===== src/shared/scd_pkg.sv =====
// Purpose: Shared constants for the strap configuration and I/O decode block
// Assumes: 16-bit I/O addresses, byte or word I/O cycles
// Notes: Index values are named here only
package scd_pkg;

  // ----------------------------------------------------------------
  // Fixed I/O addresses
  // ----------------------------------------------------------------
  localparam logic [15:0] IO_DMA1_LO = 16'h0000;
  localparam logic [15:0] IO_DMA1_HI = 16'h000f;
  localparam logic [15:0] IO_PIC1_LO = 16'h0020;
  localparam logic [15:0] IO_PIC1_HI = 16'h0021;
  localparam logic [15:0] IO_PCFG_IDX = 16'h0022;
  localparam logic [15:0] IO_PCFG_DAT = 16'h0023;
  localparam logic [15:0] IO_CCFG_IDX = 16'h0024;
  localparam logic [15:0] IO_CCFG_IDX_HI = 16'h0025;
  localparam logic [15:0] IO_CCFG_DAT = 16'h0026;
  localparam logic [15:0] IO_CCFG_DAT_HI = 16'h0027;
  localparam logic [15:0] IO_TMR_LO = 16'h0040;
  localparam logic [15:0] IO_TMR_HI = 16'h0043;
  localparam logic [15:0] IO_KBD_DATA = 16'h0060;
  localparam logic [15:0] IO_PORTB = 16'h0061;
  localparam logic [15:0] IO_KBD_CMD = 16'h0064;
  localparam logic [15:0] IO_RTC_ADDR = 16'h0070;
  localparam logic [15:0] IO_RTC_DATA = 16'h0071;

  // ----------------------------------------------------------------
  // Indexed registers
  // ----------------------------------------------------------------
  localparam logic [7:0] PCFG_IDX_VALID = 8'h01;
  localparam logic [5:0] CIDX_ID = 6'h00;
  localparam logic [5:0] CIDX_PWRUP = 6'h01;
  localparam logic [5:0] CIDX_SMI = 6'h03;
  localparam logic [5:0] CIDX_OUTREG = 6'h04;
  localparam logic [7:0] PCFG_RESET = 8'h00;
  localparam logic [11:0] ID_CONST = 12'h5a3; // Arbitrary identity value
  localparam int CIDX_W = 6;

  // SMI control register fields
  localparam int SMI_MODE_BIT = 0;
  localparam int SMI_STAT_BIT = 1;
  // Output register field
  localparam int OUT_EXTCLK_BIT = 3;
  // Port B field
  localparam int PB_SPK_BIT = 1;

  // ----------------------------------------------------------------
  // Strap positions
  // ----------------------------------------------------------------
  localparam int STRAP_W = 12;
  localparam int ST_RTC_DIS = 1;
  localparam int ST_KBD_DIS = 2;
  localparam int ST_BIOS16 = 3;
  localparam int ST_DMA7 = 4;
  localparam int ST_IRQMUX = 5;
  localparam int ST_PARITY = 6;
  localparam int ST_USR1 = 7;
  localparam int ST_COMSPLIT = 8;
  localparam int ST_SER_CLK = 9;

  // Mux select clock divider, one phase per step
  localparam int MUXSEL_DIV = 4;

endpackage : scd_pkg


===== src/core/scd_io_decode.sv =====
// Purpose: Full 16-bit fixed I/O address decode
// Assumes: Address stable during the cycle strobe
// Notes: Purely combinational, no aliasing
`timescale 1ns/1ps
module scd_io_decode (
  // Address
  input wire logic [15:0] addr,
  // Selects
  output logic sel_dma1,
  output logic sel_pic1,
  output logic sel_pcfg_idx,
  output logic sel_pcfg_dat,
  output logic sel_ccfg_idx,
  output logic sel_ccfg_dat,
  output logic sel_tmr,
  output logic sel_kbd,
  output logic sel_portb,
  output logic sel_rtc_addr,
  output logic sel_rtc_data
);

  function automatic logic in_range(input logic [15:0] a,
                                    input logic [15:0] lo,
                                    input logic [15:0] hi);
    in_range = (a >= lo) && (a <= hi);
  endfunction : in_range

  // Every compare uses all 16 bits so no alias responds
  always_comb begin
    sel_dma1 = in_range(addr, scd_pkg::IO_DMA1_LO,
                        scd_pkg::IO_DMA1_HI);
    sel_pic1 = in_range(addr, scd_pkg::IO_PIC1_LO, scd_pkg::IO_PIC1_HI);
    sel_pcfg_idx = (addr == scd_pkg::IO_PCFG_IDX);
    sel_pcfg_dat = (addr == scd_pkg::IO_PCFG_DAT);
    sel_ccfg_idx = in_range(addr, scd_pkg::IO_CCFG_IDX,
                            scd_pkg::IO_CCFG_IDX_HI);
    sel_ccfg_dat = in_range(addr, scd_pkg::IO_CCFG_DAT,
                            scd_pkg::IO_CCFG_DAT_HI);
    sel_tmr = in_range(addr, scd_pkg::IO_TMR_LO, scd_pkg::IO_TMR_HI);
    sel_kbd = (addr == scd_pkg::IO_KBD_DATA) ||
              (addr == scd_pkg::IO_KBD_CMD);
    sel_portb = (addr == scd_pkg::IO_PORTB);
    sel_rtc_addr = (addr == scd_pkg::IO_RTC_ADDR);
    sel_rtc_data = (addr == scd_pkg::IO_RTC_DATA);
  end

endmodule : scd_io_decode


===== src/core/scd_strap_latch.sv =====
// Purpose: Strap sampling latch, open while power-good is low
// Assumes: Pins already synchronised by the caller
// Notes: Holds from the power-good rise until the next fall
`timescale 1ns/1ps
module scd_strap_latch (
  // Clock
  input wire logic clk,
  // Control
  input wire logic power_good,
  input wire logic [scd_pkg::STRAP_W-1:0] pins,
  // Captured value
  output logic [scd_pkg::STRAP_W-1:0] straps
);

  logic [scd_pkg::STRAP_W-1:0] straps_q;

  // Transparent while power-good is low; frozen on the rise
  always_ff @(posedge clk) begin
    if (!power_good) begin
      straps_q <= pins;
    end
  end

  assign straps = straps_q;

  a_latch_hold: assert property (@(posedge clk)
    power_good && $past(power_good) |-> $stable(straps_q))
    else $error("strap latch changed while power-good high");

endmodule : scd_strap_latch


===== src/core/scd_top.sv =====
// Contract
// - Capture strap pins while power-good low
// - Straps readable in power-up options register
// - Re-drive straps onto pins in standby
// - Strap1 low enables clock; copied to flag
// - Mouse pins become selects when both disabled
// - Strap2 low enables keyboard controller
// - Strap3 selects 8 or 16-bit BIOS
// - Strap4 selects two or seven DMA channels
// - Strap5 muxes IRQs, repurposes six IRQ pins
// - Strap6 IDE or parity, only with strap5
// - Strap7 refresh indicator or user select one
// - Strap8 splits serial modem pins six/two
// - Strap9 IRQ10 or serial clock input
// - Straps 10,11 captured, software-visible only
// - Drive two mux select clocks when needed
// - Full 16-bit I/O address compare
// - Decode config index/data pairs 022-027
// - Decode DMA, PIC, timer, keyboard ranges
// - Clock address strobe on write 0x70
// - Clock data strobe on access 0x71
// - Speaker equals port B bit1 AND timer2
// - SMI request raises SMI or restarts timer
//
// Purpose: Strap configuration loader and fixed I/O glue
// Assumes: CLOCK 40 MHz; I/O cycle qualified by IO_RD/IO_WR strobes
// Notes: Strap pins use three-flop sampling; standby re-drives them
`timescale 1ns/1ps
module scd_top (
  // Clock and reset
  input wire logic CLOCK,
  input wire logic RST,
  input wire logic POWER_GOOD_IN,
  // Strap pins, two-way
  input wire logic [11:0] STRAP_PINS_IN,
  output logic [11:0] STRAP_PINS_OUT,
  output logic STRAP_PINS_OE_N,
  input wire logic STANDBY,
  // Host I/O cycle
  input wire logic [15:0] IO_ADDR,
  input wire logic IO_RD,
  input wire logic IO_WR,
  input wire logic IO_WORD,
  input wire logic [15:0] IO_WDATA,
  output logic [15:0] IO_RDATA,
  output logic IO_HIT,
  // Peripheral selects
  output logic SEL_DMA1,
  output logic SEL_PIC1,
  output logic SEL_TIMER,
  output logic SEL_KBD,
  output logic SEL_PORTB,
  output logic KEYBOARD_CHIP_SELECT_N,
  output logic USER_SELECT0_N,
  output logic USER_SELECT1_N,
  input wire logic USER_SELECT0_REQ,
  input wire logic USER_SELECT1_REQ,
  // External clock strobes, mouse pins share them
  output logic EXT_CLOCK_ADDR_STROBE,
  output logic EXT_CLOCK_DATA_STROBE,
  output logic POINTER_PINS_ACTIVE,
  // Mode outputs
  output logic INT_CLOCK_EN,
  output logic INT_KBD_EN,
  output logic BIOS_16BIT,
  output logic DMA_SEVEN_CH,
  output logic IRQ34_PINS_EN,
  output logic IRQ_MUXED,
  output logic IDE_EN,
  output logic PARITY_EN,
  output logic REFRESH_PIN_EN,
  output logic SERIAL_SPLIT,
  output logic SERIAL_CLOCK_IN_EN,
  output logic MUX_SELECT_HI,
  output logic MUX_SELECT_LO,
  // Speaker
  input wire logic [7:0] PORTB_VALUE,
  input wire logic TIMER2_OUT,
  output logic SPEAKER_OUT,
  // SMI
  input wire logic SMI_REQUEST_IN_N,
  output logic SMI_OUT,
  output logic ACTIVITY_RESTART
);

  // ----------------------------------------------------------------
  // Input sampling
  // ----------------------------------------------------------------
  logic [11:0] strap_s1_q, strap_s2_q, strap_s3_q;
  logic [11:0] strap_clean_q;
  logic [2:0] pg_q;
  logic pg_clean_q;
  logic [2:0] smi_q;
  logic smi_clean_q;
  logic [11:0] straps;

  // A pin change counts once the second and third stage agree
  always_ff @(posedge CLOCK) begin
    strap_s1_q <= STRAP_PINS_IN;
    strap_s2_q <= strap_s1_q;
    strap_s3_q <= strap_s2_q;
    if (strap_s2_q == strap_s3_q) begin
      strap_clean_q <= strap_s3_q;
    end
  end

  always_ff @(posedge CLOCK) begin
    pg_q <= {pg_q[1:0], POWER_GOOD_IN};
    if (pg_q[1] == pg_q[2]) begin
      pg_clean_q <= pg_q[2];
    end
  end

  always_ff @(posedge CLOCK) begin
    smi_q <= {smi_q[1:0], ~SMI_REQUEST_IN_N};
    if (smi_q[1] == smi_q[2]) begin
      smi_clean_q <= smi_q[2];
    end
  end

  // Power-good acts as the strap reset; RST does not touch it
  scd_strap_latch u_latch (
    .clk(CLOCK),
    .power_good(pg_clean_q),
    .pins(strap_clean_q),
    .straps(straps)
  );

  // ----------------------------------------------------------------
  // Mode decode from straps
  // ----------------------------------------------------------------
  logic rtc_en, kbd_en, muxed, dma7;
  assign rtc_en = ~straps[scd_pkg::ST_RTC_DIS];
  assign kbd_en = ~straps[scd_pkg::ST_KBD_DIS];
  assign dma7 = straps[scd_pkg::ST_DMA7];
  assign muxed = straps[scd_pkg::ST_IRQMUX];

  always_ff @(posedge CLOCK) begin
    INT_CLOCK_EN <= rtc_en;
    INT_KBD_EN <= kbd_en;
    BIOS_16BIT <= straps[scd_pkg::ST_BIOS16];
    DMA_SEVEN_CH <= dma7;
    IRQ34_PINS_EN <= ~dma7;
    IRQ_MUXED <= muxed;
    IDE_EN <= muxed & ~straps[scd_pkg::ST_PARITY];
    PARITY_EN <= muxed & straps[scd_pkg::ST_PARITY];
    REFRESH_PIN_EN <= ~straps[scd_pkg::ST_USR1];
    SERIAL_SPLIT <= straps[scd_pkg::ST_COMSPLIT];
    SERIAL_CLOCK_IN_EN <= straps[scd_pkg::ST_SER_CLK];
  end

  // ----------------------------------------------------------------
  // Strap re-drive in standby
  // ----------------------------------------------------------------
  always_ff @(posedge CLOCK) begin
    if (RST) begin
      STRAP_PINS_OE_N <= 1'b1;
      STRAP_PINS_OUT <= 12'h000;
    end else begin
      STRAP_PINS_OE_N <= ~(STANDBY & pg_clean_q);
      STRAP_PINS_OUT <= straps;
    end
  end

  // ----------------------------------------------------------------
  // Mux select clocks
  // ----------------------------------------------------------------
  logic [1:0] muxsel_q;
  logic [$clog2(scd_pkg::MUXSEL_DIV)-1:0] div_q;
  logic mux_need;
  assign mux_need = muxed | dma7;

  // Two-bit count walks the external mux through all four inputs
  always_ff @(posedge CLOCK) begin
    if (RST || !mux_need) begin
      div_q <= '0;
      muxsel_q <= 2'h0;
    end else begin
      div_q <= div_q + 1'b1;
      if (div_q == '1) begin
        muxsel_q <= muxsel_q + 2'h1;
      end
    end
  end

  assign MUX_SELECT_HI = muxsel_q[1];
  assign MUX_SELECT_LO = muxsel_q[0];

  // ----------------------------------------------------------------
  // Address decode
  // ----------------------------------------------------------------
  logic s_dma1, s_pic1, s_pidx, s_pdat, s_cidx, s_cdat;
  logic s_tmr, s_kbd, s_portb, s_rtca, s_rtcd;

  scd_io_decode u_dec (
    .addr(IO_ADDR),
    .sel_dma1(s_dma1),
    .sel_pic1(s_pic1),
    .sel_pcfg_idx(s_pidx),
    .sel_pcfg_dat(s_pdat),
    .sel_ccfg_idx(s_cidx),
    .sel_ccfg_dat(s_cdat),
    .sel_tmr(s_tmr),
    .sel_kbd(s_kbd),
    .sel_portb(s_portb),
    .sel_rtc_addr(s_rtca),
    .sel_rtc_data(s_rtcd)
  );

  logic io_cyc;
  assign io_cyc = IO_RD | IO_WR;
  assign SEL_DMA1 = s_dma1 & io_cyc;
  assign SEL_PIC1 = s_pic1 & io_cyc;
  assign SEL_TIMER = s_tmr & io_cyc;
  assign SEL_PORTB = s_portb & io_cyc;
  assign IO_HIT = io_cyc & (s_pidx | s_pdat | s_cidx | s_cdat);

  // ----------------------------------------------------------------
  // Shared mouse / strobe / select pins
  // ----------------------------------------------------------------
  logic kbd_cs;
  assign kbd_cs = s_kbd & io_cyc;
  assign EXT_CLOCK_ADDR_STROBE = ~rtc_en & IO_WR & ~IO_WORD
                                 & s_rtca;
  assign EXT_CLOCK_DATA_STROBE = ~rtc_en & io_cyc & ~IO_WORD
                                 & s_rtcd;
  // Internal clock off: pointer lines only if keyboard still on
  assign POINTER_PINS_ACTIVE = kbd_en & ~rtc_en;
  assign SEL_KBD = kbd_cs & kbd_en;
  assign KEYBOARD_CHIP_SELECT_N = ~(kbd_cs & ~kbd_en);
  assign USER_SELECT0_N = ~(USER_SELECT0_REQ & ~kbd_en
                            & ~rtc_en);
  assign USER_SELECT1_N = ~(USER_SELECT1_REQ
                            & straps[scd_pkg::ST_USR1]);

  // ----------------------------------------------------------------
  // Speaker
  // ----------------------------------------------------------------
  assign SPEAKER_OUT = PORTB_VALUE[scd_pkg::PB_SPK_BIT]
                       & TIMER2_OUT;

  // ----------------------------------------------------------------
  // Configuration registers
  // ----------------------------------------------------------------
  logic [7:0] pcfg_data_q;
  logic pcfg_open_q;
  logic [scd_pkg::CIDX_W-1:0] cidx_q;
  logic [3:0] bios_rev_q;
  logic smi_mode_q, smi_stat_q;
  logic extclk_q;
  logic smi_set;
  logic wr_cdat;

  assign wr_cdat = IO_WR & s_cdat;
  assign smi_set = smi_clean_q & ~smi_mode_q;

  // Data port only answers after index 0x01; any data write closes it
  always_ff @(posedge CLOCK) begin
    if (RST) begin
      pcfg_open_q <= 1'b0;
      pcfg_data_q <= scd_pkg::PCFG_RESET;
    end else if (IO_WR && s_pidx) begin
      pcfg_open_q <= (IO_WDATA[7:0] == scd_pkg::PCFG_IDX_VALID);
    end else if (IO_WR && s_pdat) begin
      if (pcfg_open_q) begin
        pcfg_data_q <= IO_WDATA[7:0];
      end
      pcfg_open_q <= 1'b0;
    end
  end

  always_ff @(posedge CLOCK) begin
    if (RST) begin
      cidx_q <= '0;
    end else if (IO_WR && s_cidx) begin
      cidx_q <= IO_WDATA[scd_pkg::CIDX_W-1:0];
    end
  end

  // A byte write to either data half updates the full word
  always_ff @(posedge CLOCK) begin
    if (RST) begin
      bios_rev_q <= 4'h0;
      smi_mode_q <= 1'b0;
    end else if (wr_cdat && cidx_q == scd_pkg::CIDX_ID) begin
      bios_rev_q <= IO_WDATA[3:0];
    end else if (wr_cdat && cidx_q == scd_pkg::CIDX_SMI) begin
      smi_mode_q <= IO_WDATA[scd_pkg::SMI_MODE_BIT];
    end
  end

  // External-clock flag loads from strap 1 each power-good low
  always_ff @(posedge CLOCK) begin
    if (!pg_clean_q) begin
      extclk_q <= straps[scd_pkg::ST_RTC_DIS];
    end else if (wr_cdat && cidx_q == scd_pkg::CIDX_OUTREG) begin
      extclk_q <= IO_WDATA[scd_pkg::OUT_EXTCLK_BIT];
    end
  end

  // ----------------------------------------------------------------
  // SMI request
  // ----------------------------------------------------------------
  // Sampled, so a pulse must span a few clocks; set wins over clear
  always_ff @(posedge CLOCK) begin
    if (RST) begin
      smi_stat_q <= 1'b0;
    end else if (smi_set) begin
      smi_stat_q <= 1'b1;
    end else if (wr_cdat && cidx_q == scd_pkg::CIDX_SMI &&
                 IO_WDATA[scd_pkg::SMI_STAT_BIT]) begin
      smi_stat_q <= 1'b0;
    end
  end

  assign SMI_OUT = smi_stat_q;
  assign ACTIVITY_RESTART = smi_clean_q & smi_mode_q;

  // ----------------------------------------------------------------
  // Read mux
  // ----------------------------------------------------------------
  always_comb begin
    IO_RDATA = 16'h0000;
    if (IO_RD && s_pdat && pcfg_open_q) begin
      IO_RDATA = {8'h00, pcfg_data_q};
    end else if (IO_RD && s_cidx) begin
      IO_RDATA = {10'h000, cidx_q};
    end else if (IO_RD && s_cdat) begin
      if (cidx_q == scd_pkg::CIDX_ID) begin
        IO_RDATA = {scd_pkg::ID_CONST, bios_rev_q};
      end else if (cidx_q == scd_pkg::CIDX_PWRUP) begin
        IO_RDATA = {4'h0, straps};
      end else if (cidx_q == scd_pkg::CIDX_SMI) begin
        IO_RDATA = {14'h0000, smi_stat_q, smi_mode_q};
      end else if (cidx_q == scd_pkg::CIDX_OUTREG) begin
        IO_RDATA = {12'h000, extclk_q, 3'h0};
      end
    end
  end

  // ----------------------------------------------------------------
  // Checks
  // ----------------------------------------------------------------
  a_redrive_value: assert property (@(posedge CLOCK) disable iff (RST)
    !STRAP_PINS_OE_N |-> STRAP_PINS_OUT == $past(straps))
    else $error("standby re-drive differs from straps");
  a_pwrup_read: assert property (@(posedge CLOCK) disable iff (RST)
    IO_RD && s_cdat && cidx_q == scd_pkg::CIDX_PWRUP
    |-> IO_RDATA[11:0] == straps)
    else $error("power-up register mismatch");
  a_strobe_addr: assert property (@(posedge CLOCK) disable iff (RST)
    EXT_CLOCK_ADDR_STROBE |-> IO_WR && IO_ADDR == 16'h0070)
    else $error("address strobe outside write to 0x70");
  a_strobe_data: assert property (@(posedge CLOCK) disable iff (RST)
    EXT_CLOCK_DATA_STROBE |-> io_cyc && IO_ADDR == 16'h0071)
    else $error("data strobe outside access to 0x71");
  a_speaker_and: assert property (@(posedge CLOCK) disable iff (RST)
    SPEAKER_OUT == (PORTB_VALUE[1] && TIMER2_OUT))
    else $error("speaker output wrong");
  a_smi_latch: assert property (@(posedge CLOCK) disable iff (RST)
    smi_set |=> SMI_OUT [*2])
    else $error("SMI request not latched");
  a_mux_idle: assert property (@(posedge CLOCK) disable iff (RST)
    !mux_need ##1 !mux_need |-> !MUX_SELECT_HI && !MUX_SELECT_LO)
    else $error("mux selects run when not needed");
  a_ide_gate: assert property (@(posedge CLOCK) disable iff (RST)
    $past(!muxed) |-> !IDE_EN && !PARITY_EN)
    else $error("IDE or parity without IRQ mux");
  a_kbd_alias: assert property (@(posedge CLOCK) disable iff (RST)
    !KEYBOARD_CHIP_SELECT_N |-> IO_ADDR == 16'h0060
    || IO_ADDR == 16'h0064)
    else $error("keyboard select aliased");

  c_standby: cover property (@(posedge CLOCK) !STRAP_PINS_OE_N);
  c_smi: cover property (@(posedge CLOCK) smi_set);
  c_restart: cover property (@(posedge CLOCK) ACTIVITY_RESTART);
  c_mux: cover property (@(posedge CLOCK) MUX_SELECT_HI && MUX_SELECT_LO);

endmodule : scd_top


===== config.mk =====
export PLATFORM = sky130hd
export DESIGN_NAME = scd_top
export DESIGN_NICKNAME = d
export VERILOG_FILES = /design/src/shared/scd_pkg.sv /design/src/core/scd_io_decode.sv /design/src/core/scd_strap_latch.sv /design/src/core/scd_top.sv
export SDC_FILE = /design/constraint.sdc
export NUM_CORES = 1
export LEC_CHECK = 0
export ABC_AREA = 1
export BUFFER_PORTS_ARGS = -buffer_cell sky130_fd_sc_hd__buf_2
export CORE_MARGIN = 3
export CORE_UTILIZATION = 57
export CTS_BUF_LIST = sky130_fd_sc_hd__clkbuf_4 sky130_fd_sc_hd__clkbuf_8
export CTS_CLUSTER_DIAMETER = 200
export DETAILED_ROUTE_END_ITERATION = 10
export PLACE_DENSITY_LB_ADDON = 0.08
export REMOVE_ABC_BUFFERS = 1
export SKIP_LAST_GASP = 1
export SYNTH_ARGS = -nofsm -noshare
export SYNTH_HDL_FRONTEND = slang
export SYNTH_SLANG_ARGS = --single-unit

===== constraint.sdc =====
create_clock -name CLOCK -period 5.69 [get_ports CLOCK]
set_clock_uncertainty 0.15 [all_clocks]
set_input_delay 1.138 -clock CLOCK [delete_from_list [all_inputs] [get_ports CLOCK]]
set_output_delay 1.138 -clock CLOCK [all_outputs]
set_load 0.03 [all_outputs]

Yosys cells after proc, flatten, opt, wreduce, memory -nomap -nowiden
Index checks and enable logic that the tools add are counted.
- input port bits: 63
- bits in registers: 118
- reduce and logical (&&, ||, !) cells: 24
- $lt $le $gt $ge: 10
- equality and inequality tests: 16
- multiplexer cells: 13
- bitwise logic cells: 44
- add/sub/neg operators: 2
- operators by type and width (cell ; number):
    16-bit by 7-bit == test with 1-bit output, second input constant ; 5
    16-bit by 6-bit >= comparator with 1-bit output, second input constant ; 3
    16-bit by 6-bit <= comparator with 1-bit output, second input constant ; 3
    16-bit by 6-bit == test with 1-bit output, second input constant ; 2
    16-bit 2-to-1 mux ; 2
    15-bit 2-to-1 mux ; 2
    1-bit AND ; 25
    16-bit by 1-bit >= comparator with 1-bit output, second input constant ; 1
    16-bit by 7-bit >= comparator with 1-bit output, second input constant ; 1
    16-bit by 4-bit <= comparator with 1-bit output, second input constant ; 1
    16-bit by 7-bit <= comparator with 1-bit output, second input constant ; 1
    1-bit logical AND ; 16
    1-bit inverter ; 14
    12-bit == test ; 1
    12-bit 2-to-1 mux ; 1
    8-bit by 1-bit == test with 1-bit output, second input constant ; 1
    4-bit 2-to-1 mux ; 2
    6-bit by 1-bit == test with 1-bit output, second input constant ; 1
    6-bit by 2-bit == test with 1-bit output, second input constant ; 1
    6-bit by 3-bit == test with 1-bit output, second input constant ; 1
    6-bit zero test ; 1
    1-bit 2-to-1 mux ; 6
    1-bit OR ; 5
    2-bit by 1-bit adder with 2-bit output, second input constant ; 2
    8 further kinds ; 11

Logic depth before layout (Yosys ltp)
Gate-level depths: netlist of the first run.
- depth after elaboration: 8
- gate-level depth with buffers: 11

Hierarchy
Synthesis of the first run repeated with hierarchy kept, for this count alone.
- cell total of the unflattened synthesis: 431
- area total of the unflattened synthesis: 4165.2 µm²
- modules (own cells, without submodules) (module ; area an instance (µm²) ; instances ; cells an instance ; sequential area each (µm²)):
    scd_top ; 3510.9 ; 1 ; 354 ; 2272.2
    scd_strap_latch ; 364.1 ; 1 ; 13 ; 360.3
    scd_io_decode ; 290.3 ; 1 ; 64 ; 0.0

Worst setup path after synthesis of the first run
OpenSTA, ideal clock, no wires.
- path type: in2out
- start: input IO_ADDR[12]
- end: output IO_RDATA[14]
- data arrival time: 3.023 ns
- cell stages on the path: 8
- slack: 1.379 ns
- buffers on the path: 1
- required time: 4.402 ns
- cell sequence: nor2_1 -> nand2_2 -> nor2_8 -> nand4_2 -> nor2_4 -> inv_2 -> a211oi_1 -> buf_4
- cells in the longest elaborated chain, start to end: 6
- elaborated cells between the ends (all ways): 14
- classes of those cells: order compare (4); eq/ne (1); mux (3); reduce/logical (6)
- ends and longest elaborated chain (element ; RTL line ; source):
    from (decl) ; scd_top.sv:40 ; input wire logic [15:0] IO_ADDR,
    16-bit by 6-bit >= comparator with 1-bit output / 16-bit by 6-bit <= comparator with 1-bit output (equally long branches) ; scd_io_decode.sv:25 ; in_range = (a >= lo) && (a <= hi);
    1-bit logical AND ; scd_io_decode.sv:25 ;
    1-bit logical AND ; scd_top.sv:328 ; end else if (IO_RD && s_cdat) begin
    15-bit 2-to-1 mux ; scd_top.sv:328 ;
    16-bit 2-to-1 mux ; scd_top.sv:326 ; end else if (IO_RD && s_cidx) begin
    16-bit 2-to-1 mux (*) ; scd_top.sv:324 ; if (IO_RD && s_pdat && pcfg_open_q) begin
    to (decl) ; scd_top.sv:45 ; output logic [15:0] IO_RDATA,
Every way passes the cells marked *; elsewhere a longest branch is shown, timed or not.

Final worst setup path of the first run
- start: input IO_ADDR[12]
- end: output IO_RDATA[0]
Same word-level chain as after synthesis.

==> results.md, run 1 <==
- Critical path launch point type: primary input
- Number of register bits inferred by synthesis: 118
- CTS Buffer Depth: 2
- Mean area per synthesized cell: 9.61 µm²
- Residual antenna-violating net count after detailed routing: 0
- Cts-stage hold buffer count: 0
- Synth Instances: 434
- Number of flops mapped to enable cells by yosys: 27
- Timing-limited maximum frequency: 0.246 GHz
- Minimum setup slack after placement: 1.62 ns
- Logic depth of the worst register-to-register path: 9
- Congestion Overflow GR: 0
- Growth of design area from synthesis to finish: 23.9%
- Final worst setup slack: 1.63 ns
- TritonCTS clock tree: built
- Hold Startpoint: strap_s1_q[5]
- Global-route wire length before repair: 14.6 mm
- Die outline height: 91.5 µm
- Sequential-to-total area share from yosys stat: 63.1%
- Number of max-capacitance violations reported: 0
- Final number of setup-violating endpoints: 0
- I/O pin count: 120
- Yosys warns: 0
- Largest net degree at the start of global routing: 21
- Worst hold-check path type: flop to flop
- Result of the run: completed
- Primary FF master, synth: sky130_fd_sc_hd__dfxtp_1
- Core Region: 6940 µm²
- Worst slew slack as a fraction of its limit: 64.4%
- Mapped Area: 4170 µm²
- Reg2Reg Launch Point: cidx_q[5]
- Final hold viol count: 0
- IO Port Bufs: 102
- Critical Path Fanout Max: 12
- Layout cell share with drive strength beyond 1: 27.7%
- Data arrival time at the worst-slack endpoint: 2.78 ns
- Setup repair after global routing missed its margin: false
- Post-layout net count: 614
- Fraction of registers with async set/reset: 0%
- Initial DRT Pass Iterations: 6
- Delay of the slowest cell on the worst path: 0.35 ns
- Initial antenna violation count: 0
- Cell repeated most along the worst path: sky130_fd_sc_hd__buf_2
- Number of DRC violations after detailed-routing iteration 0: 148
- Post-synthesis cell type count: 32
- Vias in the first global route: 3206
- Area share of the leading cell type in the synthesized netlist: 43.7%
- List of cells traversed by the critical path: buf_2 > nor2_1 > nand2_2 > nor2_8 > nand2_4 > nor2_4 > nand3_2 > or2_2 > nand2_1 > inv_1 > buf_2
- Post-route DRC violation count: 0
- Worst hold path depth: 0
- Post-DR vias/cell: 5.02
- Top cell types by occurrence after synthesis: 91 x sky130_fd_sc_hd__dfxtp_1, 67 x sky130_fd_sc_hd__nor2_1, 59 x sky130_fd_sc_hd__nand2_1
- Post-CTS repair timing setup buffer count: 0
- Worst reg2reg endpoint: bios_rev_q[0]
- Die Width: 91.5 µm
- Crit path kind: primary input to output port
- Dominant cell by count in the synthesized netlist: sky130_fd_sc_hd__dfxtp_1
- Effective utilization at floorplan: 60.1%
- Number of clock buffers inserted by TritonCTS: 17
- Final count of pins violating max slew: 0
- Antenna cells: 0
- Highest-delay cell along the critical path: sky130_fd_sc_hd__or2_2
- Later-pin clock latency in the skew report: 0.42 ns
- Power density over cell area: 339 nW/µm²
- H-tree Lvls: 4
- Die Area: 8380 µm²
- Worst setup EP type: output port
- Routability cong.: 0.905
- Destination of the worst hold path: strap_s2_q[5]
- Cell at the root of the clock tree: sky130_fd_sc_hd__clkbuf_8
- Peak supply drop: 0.267 mV
- Setup slack of the worst register-to-register path: 3.89 ns
- Total Power Consumption: 1.75 mW
- Cell type with the largest total area after synthesis: sky130_fd_sc_hd__dfxtp_1
- Wire length per cell: 13.7 µm
- Floorplan row count: 30
- Post-CTS Resized: 0
- Worst hold margin: 0.170 ns
- Total Routing Usage GR: 22.4%
- Clock transition at the registers of the reported paths: 0.07 ns
- Req. time, crit path: 4.40 ns
- Via count: 3308
- Clk sink count: 118
- Post-layout minimum cycle time: 4.06 ns
- Share of the cycle needed by the critical path after routing: 71.4%
- Setup TNS: 0 ns
- Slew of the pin with the lowest slew margin: 0.533 ns
- Synth top area cells: sky130_fd_sc_hd__dfxtp_1 44%, sky130_fd_sc_hd__edfxtp_1 19%, sky130_fd_sc_hd__nor2_1 6.0%
- Static power due to leakage: 2.42 nW
- Detailed Place HPWL: 6.74 mm
- Total wire length: 9.05 mm
metrics by stage:
stage                     util [%]  instances  area, µm²
after global routing          74.4        659       5170
after detailed placement      68.7        627       4770
after global placement        68.7        627       4770
after floorplan                  -        428       4130
after CTS                     74.4        659       5170
final                         74.4        659       5170
how the worst max path moves through the flow:
stage                startpoint            to  slack [ns]  depth (start not counted)
global placement    IO_ADDR[12]   IO_RDATA[0]        1.64                         11
global route         IO_ADDR[7]   IO_RDATA[6]        1.47                         11
finish              IO_ADDR[12]   IO_RDATA[0]        1.63                         11
detailed placement  IO_ADDR[12]   IO_RDATA[0]        1.62                         11
CTS                 IO_ADDR[12]   IO_RDATA[0]        1.62                         11
floorplan           IO_ADDR[12]  IO_RDATA[12]        1.10                          7
sequential cells by signal, summed over array words and instances (netlist names), 2 cells and up:
register and cells:
STRAP_PINS_OUT 12, strap_s2_q 12, pcfg_data_q 8, strap_s3_q 12
strap_clean_q 12, muxsel_q 2, cidx_q 6, div_q 2
u_latch.straps 12, bios_rev_q 4, smi_q 3, strap_s1_q 12
pg_q 3
cells in the final DEF, fill, tap and decap left out, drive strengths merged:
cell	synthesis	routed
buf	4	103
dfxtp	91	91
nor2	74	74
nand2	65	65
inv	50	54
nand3	28	28
edfxtp	27	27
nor3	23	23
o21ai	20	20
clkbuf	3	19
xnor2	14	14
nand4	10	10
a21oi	8	8
clkinv	1	6
nor4	4	4
o22ai	3	3
or2	3	3
nand3b	2	2
conb	1	2
clkinvlp	0	2
bufinv	0	2
a31oi	1	1
a211oi	1	1
ha	1	1
power breakdown:
group          internal [mW]  switching, mW
logic                 0.0324         0.0615
registers              0.887         0.0157
clock network          0.410          0.342
total                   1.33          0.420
worst max-delay path, delay by kind of cell:
family        cells  cell delay [ns]
buf+inv           3             0.29
simple gates      8             1.35
layout make-up:
| cell class | instances | area [µm²] |
|---|---|---|
| Clock buffer | 19 | 255 |
| Clock inverter | 13 | 145 |
| Fill cell | 536 | 1780 |
| Inverter | 51 | 191 |
| Multi-Input combinational cell | 259 | 1310 |
| Sequential cell | 118 | 2630 |
| Tap cell | 96 | 120 |
| Timing Repair Buffer | 103 | 518 |
metal layers:
layer,share of wire [%],track usage (%),up-vias
met4,1.9,9.55,0
met3,8.3,7.71,20
met5,0,0,-
met1,41,25.3,1503
met2,49,38.3,142
li1,-,-,1643
kinds of logic (layout without fill, tap and decap cells):
| kind of cell | after synthesis | after routing | share of synthesized area, % |
|---|---|---|---|
| other cells | 1 | 2 | 0.0899 |
| buf+inv | 58 | 186 | 5.67 |
| simple gates | 209 | 209 | 23.8 |
| fa+ha+maj | 1 | 1 | 0.300 |
| flops | 118 | 118 | 63.1 |
| compound gates | 33 | 33 | 4.14 |
| xor+xnor | 14 | 14 | 2.94 |
Note: power is estimated with default switching activity, not from simulation.
==> run 2: changes to the inputs <==
--- a/config.mk
+++ b/config.mk
@@ -8,7 +8,7 @@
 export ABC_AREA = 1
 export BUFFER_PORTS_ARGS = -buffer_cell sky130_fd_sc_hd__buf_2
 export CORE_MARGIN = 3
-export CORE_UTILIZATION = 57
+export CORE_UTILIZATION = 53
 export CTS_BUF_LIST = sky130_fd_sc_hd__clkbuf_4 sky130_fd_sc_hd__clkbuf_8
 export CTS_CLUSTER_DIAMETER = 200
 export DETAILED_ROUTE_END_ITERATION = 10
==> constraint.sdc (replaced) <==
create_clock -name CLOCK -period 4 [get_ports CLOCK]
set_clock_uncertainty 0.15 [all_clocks]
set_input_delay 0.8 -clock CLOCK [delete_from_list [all_inputs] [get_ports CLOCK]]
set_output_delay 0.8 -clock CLOCK [all_outputs]
set_load 0.03 [all_outputs]
==> run 2 against run 1 <==
Setup slack got worse by 1.1 ns; register-to-register slack got worse by 1.7 ns; sequential power rose by 42%; flip-flop and latch count did not move; non-clock buffer count did not move; die area rose by 7.0%; total power rose by 47%; worst hold slack improved by 0.0082 ns; combinational power rose by 40%; first-iteration DRC count rose by 23%; sequential share of layout area fell by 0.36 points.
==> results.md, run 2 (synthesized netlist as in run 1, its figures left out) <==
- Growth of design area from synthesis to finish: 24.8%
- Via count: 3314
- Final hold viol count: 0
- Largest net degree at the start of global routing: 21
- Power share of the combinational group: 5.1%
- Hold Startpoint: strap_s1_q[5]
- Global-route wire length before repair: 14.1 mm
- Antenna cells: 0
- Post-CTS repair timing setup buffer count: 0
- Worst setup EP type: output port
- Final count of pins violating max slew: 0
- # placed instances: 630
- Post-CTS Resized: 0
- Timing-limited maximum frequency: 0.287 GHz
- Wire length per cell: 13.3 µm
- Static power due to leakage: 2.44 nW
- Critical path launch point type: primary input
- Worst slew slack as a fraction of its limit: 63.9%
- Vias in the first global route: 3121
- Met2 routed wirelength: 4.35 mm
- Post-DR vias/cell: 5.01
- Die Width: 94.7 µm
- Crit path kind: primary input to output port
- Post-layout minimum cycle time: 3.48 ns
- Later-pin clock latency in the skew report: 0.41 ns
- Share of power burned in the clock network: 44.9%
- Wl on met1: 3.57 mm
- Total Routing Usage GR: 20.8%
- Die Area: 8970 µm²
- Max Used Layer: met4
- Worst hold-check path type: flop to flop
- Setup repair after global routing missed its margin: false
- Clock transition at the registers of the reported paths: 0.07 ns
- H-tree Lvls: 4
- Post-layout net count: 614
- Critical Path Fanout Max: 12
- Cell at the root of the clock tree: sky130_fd_sc_hd__clkbuf_8
- I/O pin count: 120
- Number of clock buffers inserted by TritonCTS: 17
- Floorplan row count: 31
- TritonCTS clock tree: built
- Die outline height: 94.7 µm
- Net load switching power: 607 µW
- Slew of the pin with the lowest slew margin: 0.541 ns
- Congestion Overflow GR: 0
- Total Power Consumption: 2.57 mW
- Core Region: 7450 µm²
- Share of total power consumed by net switching: 23.7%
- Int Pwr: 1.96 mW
- Final Instance Count excl. Fillers: 662
- Reg2Reg Launch Point: cidx_q[5]
- Effective utilization at floorplan: 56.0%
- Initial antenna violation count: 0
- Share of the cycle needed by the critical path after routing: 87.1%
- Most common cell after layout, fill and taps aside: sky130_fd_sc_hd__buf_2
- Post-route DRC violation count: 0
- Most frequent cells in the layout: 102 x sky130_fd_sc_hd__buf_2, 91 x sky130_fd_sc_hd__dfxtp_1, 67 x sky130_fd_sc_hd__nor2_1
- Detailed Place HPWL: 6.43 mm
- Minimum setup slack after placement: 0.575 ns
- Req. time, crit path: 3.05 ns
- Peak supply drop: 0.439 mV
- IO Port Bufs: 102
- Post-route core utilization: 69.9%
- Total wire length: 8.80 mm
- Clk sink count: 118
- Met3 wirelength from detailed routing: 751 µm
- Routability cong.: 0.905
- Residual antenna-violating net count after detailed routing: 0
- Cts-stage hold buffer count: 0
- Number of DRC violations after detailed-routing iteration 0: 182
- Number of max-capacitance violations reported: 0
- Reg power frac: 50.0%
- CTS Buffer Depth: 2
- Final number of setup-violating endpoints: 0
- Data arrival time at the worst-slack endpoint: 2.53 ns
- Setup TNS: 0 ns
- Result of the run: completed
- Power density over cell area: 493 nW/µm²
- Initial DRT Pass Iterations: 7
- Final worst setup slack: 0.518 ns
- Worst setup path startpoint: IO_ADDR[7]
- Layout cell share with drive strength beyond 1: 27.7%
run 2: power by group through the flow:
stage               Combinational [mW]  Sequential, mW  Clock (mW)
CTS                              0.132            1.28        1.17
floorplan                       0.0509            1.33           0
global route                     0.144            1.29        1.23
finish                           0.131            1.28        1.15
detailed placement               0.131            1.31           0
global placement                 0.129            1.31           0
run 2: through the flow:
stage / hold WS [ns] / cell area (µm²)
floorplan: 0.160 / 4130
global placement: 0.160 / 4770
detailed placement: 0.164 / 4770
CTS: 0.179 / 5200
global route: 0.183 / 5200
finish: 0.178 / 5200
run 2: critical path, cell delays in order:
cell                      delay [ns]
sky130_fd_sc_hd__buf_2          0.11
sky130_fd_sc_hd__nor2_2         0.18
sky130_fd_sc_hd__nand3_2        0.15
sky130_fd_sc_hd__inv_2          0.11
sky130_fd_sc_hd__nand3_2        0.08
sky130_fd_sc_hd__nor2_4         0.15
sky130_fd_sc_hd__nand3_2        0.25
sky130_fd_sc_hd__inv_1          0.20
sky130_fd_sc_hd__nand2_1        0.09
sky130_fd_sc_hd__o21ai_0        0.14
sky130_fd_sc_hd__buf_2          0.27
run 2: layout make-up:
type	instances	area (µm²)
multi-input cells	259	1310
well taps	99	124
fillers	560	2240
clock buffers	18	248
repair buffers	103	518
clock inverters	14	185
inverters	51	191
flip-flops and latches	118	2630
run 2: path summary, 6_finish.rpt:
check	endpoint	cells past startpoint	slack (ns)
worst max-delay path	IO_RDATA[6]	11	0.52
worst min-delay path	strap_s2_q[5]	0	0.18
worst max register to register	bios_rev_q[0]	9	2.17
worst min register to register	strap_s2_q[5]	0	0.18
run 2: metal layers:
layer / global-route usage, % / vias up
li1: - / 1648
met1: 23.8 / 1496
met2: 35.6 / 155
met3: 7.73 / 15
met4: 7.57 / 0
met5: 0 / -
==> run 3: changes to the inputs <==
--- a/config.mk
+++ b/config.mk
@@ -6,12 +6,12 @@
 export NUM_CORES = 1
 export LEC_CHECK = 0
 export ABC_AREA = 1
-export BUFFER_PORTS_ARGS = -buffer_cell sky130_fd_sc_hd__buf_2
 export CORE_MARGIN = 3
-export CORE_UTILIZATION = 53
+export CORE_UTILIZATION = 65
 export CTS_BUF_LIST = sky130_fd_sc_hd__clkbuf_4 sky130_fd_sc_hd__clkbuf_8
 export CTS_CLUSTER_DIAMETER = 200
 export DETAILED_ROUTE_END_ITERATION = 10
+export DONT_BUFFER_PORTS = 1
 export PLACE_DENSITY_LB_ADDON = 0.08
 export REMOVE_ABC_BUFFERS = 1
 export SKIP_LAST_GASP = 1
==> run 3 against run 2 <==
Setup slack gained 0.21 ns; global-route usage grew 4.3 points; sequential power is essentially flat; largest cell class unchanged; sequential share of layout area grew 5.5 points; non-clock buffer count shrank 93; count of clock-buffer cells in the layout is the same.
==> results.md, run 3 (synthesized netlist as in run 1, its figures left out) <==
- Crit path kind: primary input to output port
- Setup repair after global routing missed its margin: false
- Highest-delay cell along the critical path: sky130_fd_sc_hd__nand3_2
- Congestion Overflow GR: 0
- Effective utilization at floorplan: 68.8%
- Post-DR vias/cell: 5.65
- List of cells traversed by the critical path: nor2_1 > nand2_1 > nor2_8 > nand2_4 > nor2_4 > nand3_2 > inv_1 > nand2_1 > o21ai_0 > buf_4
- I/O pin count: 120
- Clock transition at the registers of the reported paths: 0.07 ns
- Initial antenna violation count: 0
- Core Region: 6060 µm²
- Worst hold margin: 0.177 ns
- Most frequent cells in the layout: 91 x sky130_fd_sc_hd__dfxtp_1, 67 x sky130_fd_sc_hd__nor2_1, 59 x sky130_fd_sc_hd__nand2_1
- Worst hold-check path type: flop to flop
- Final count of pins violating max slew: 0
- Power density over cell area: 513 nW/µm²
- Final Instance Count excl. Fillers: 546
- Vias in the first global route: 2953
- Area taken by multi-input logic gates: 1310 µm²
- Total Routing Usage GR: 25.1%
- Delay of the slowest cell on the worst path: 0.25 ns
- Post-Place Cell Area: 4300 µm²
- Number of max-capacitance violations reported: 0
- Peak supply drop: 0.563 mV
- Routability cong.: 0.956
- Largest net degree at the start of global routing: 21
- Clk sink count: 118
- Final number of setup-violating endpoints: 0
- Wire length per cell: 16.5 µm
- Critical path launch point type: primary input
- Post-layout net count: 521
- Critical Path Fanout Max: 12
- Post-CTS repair timing setup buffer count: 0
- Via count: 3085
- Number of clock buffers inserted by TritonCTS: 17
- Fill cell count: 412
- Global-route wire length before repair: 14.0 mm
- Final hold viol count: 0
- Timing-limited maximum frequency: 0.305 GHz
- Die Width: 86.1 µm
- Share of the cycle needed by the critical path after routing: 81.9%
- Worst setup EP type: output port
- Setup TNS: 0 ns
- Total wire length: 8.98 mm
- Req. time, crit path: 3.05 ns
- Cell repeated most along the worst path: sky130_fd_sc_hd__nand2_1
- H-tree Lvls: 4
- Final instance area: 4690 µm²
- Initial DRT Pass Iterations: 9
- Minimum setup slack after placement: 0.741 ns
- Slew of the pin with the lowest slew margin: 0.784 ns
- Final worst setup slack: 0.726 ns
- CTS Buffer Depth: 2
- Residual antenna-violating net count after detailed routing: 0
- Data arrival time at the worst-slack endpoint: 2.32 ns
- IO Port Bufs: 0
- Most common cell after layout, fill and taps aside: sky130_fd_sc_hd__dfxtp_1
- Detailed Place HPWL: 6.34 mm
- Worst slew slack as a fraction of its limit: 47.3%
- Post-layout minimum cycle time: 3.27 ns
- Number of DRC violations after detailed-routing iteration 0: 254
- Later-pin clock latency in the skew report: 0.43 ns
- Floorplan row count: 28
- TritonCTS clock tree: built
- Result of the run: completed
- Post-CTS Resized: 0
- Footprint of the flip-flops and latches: 2630 µm²
- # placed instances: 513
- Layout cell share with drive strength beyond 1: 13.6%
- Post-route DRC violation count: 0
- Die Area: 7410 µm²
- Die outline height: 86.1 µm
- Static power due to leakage: 2.01 nW
- Cell at the root of the clock tree: sky130_fd_sc_hd__clkbuf_8
- Cts-stage hold buffer count: 0
- Growth of design area from synthesis to finish: 12.5%
-- run 3: cell count changes in the layout (fill, tap and decap cells not counted), moves of 2 or more --
cell	delta
sky130_fd_sc_hd__inv_6	-4
sky130_fd_sc_hd__clkinv_4	+2
sky130_fd_sc_hd__bufinv_16	-2
sky130_fd_sc_hd__inv_4	+3
sky130_fd_sc_hd__buf_2	-102
sky130_fd_sc_hd__buf_4	+8
-- run 3: report_power, final --
part | total (mW) | leakage, nW | internal, mW | switching [mW]
sequential | 1.31 | 1.01 | 1.26 | 0.0495
clock | 1.04 | 0.199 | 0.524 | 0.512
combinational | 0.0615 | 0.803 | 0.0214 | 0.0401
-- run 3: routing by layer --
metal  share of wire, %  track usage [%]  vias up  routed length (µm)
met5                  0                0        -                   0
met4                1.8             10.6        0                 160
met3                8.7             6.72       18                 784
met2                 51             44.4      161                4610
met1                 38             28.4     1440                3430
li1                   -                -     1466                   -
-- run 3: through the flow --
step,power (mW),util (%)
2_1_floorplan,1.38,-
3_3_place_gp,1.39,71.0
3_5_place_dp,1.40,71.0
4_1_cts,2.42,77.4
5_1_grt,2.49,77.4
6_report,2.41,77.5
-- run 3: final cells by class --
type	instances	share of cell area [%]
diodes	1	0.0533
clock buffers	18	5.28
clock inverters	14	2.99
inverters	51	4.08
multi-input cells	259	27.9
flip-flops and latches	118	56.1
well taps	75	2.00
repair buffers	10	1.60
-- run 3: path summary, 6_finish.rpt --
| check | end | depth (start not counted) | startpoint | slack (ns) |
|---|---|---|---|---|
| worst max-delay path | IO_RDATA[7] | 10 | IO_ADDR[8] | 0.73 |
| worst max register to register | strap_clean_q[6] | 4 | strap_s3_q[6] | 1.95 |
| worst min-delay path | pg_q[1] | 0 | pg_q[0] | 0.18 |
| worst min register to register | pg_q[1] | 0 | pg_q[0] | 0.18 |
-- run 3: worst max-delay path: cells and delay by family --
| kind | cells | cell delay (ns) |
|---|---|---|
| AND/OR/NAND/NOR | 7 | 1.03 |
| buffers and inverters | 2 | 0.40 |
| AO/OA/AOI/OAI | 1 | 0.08 |
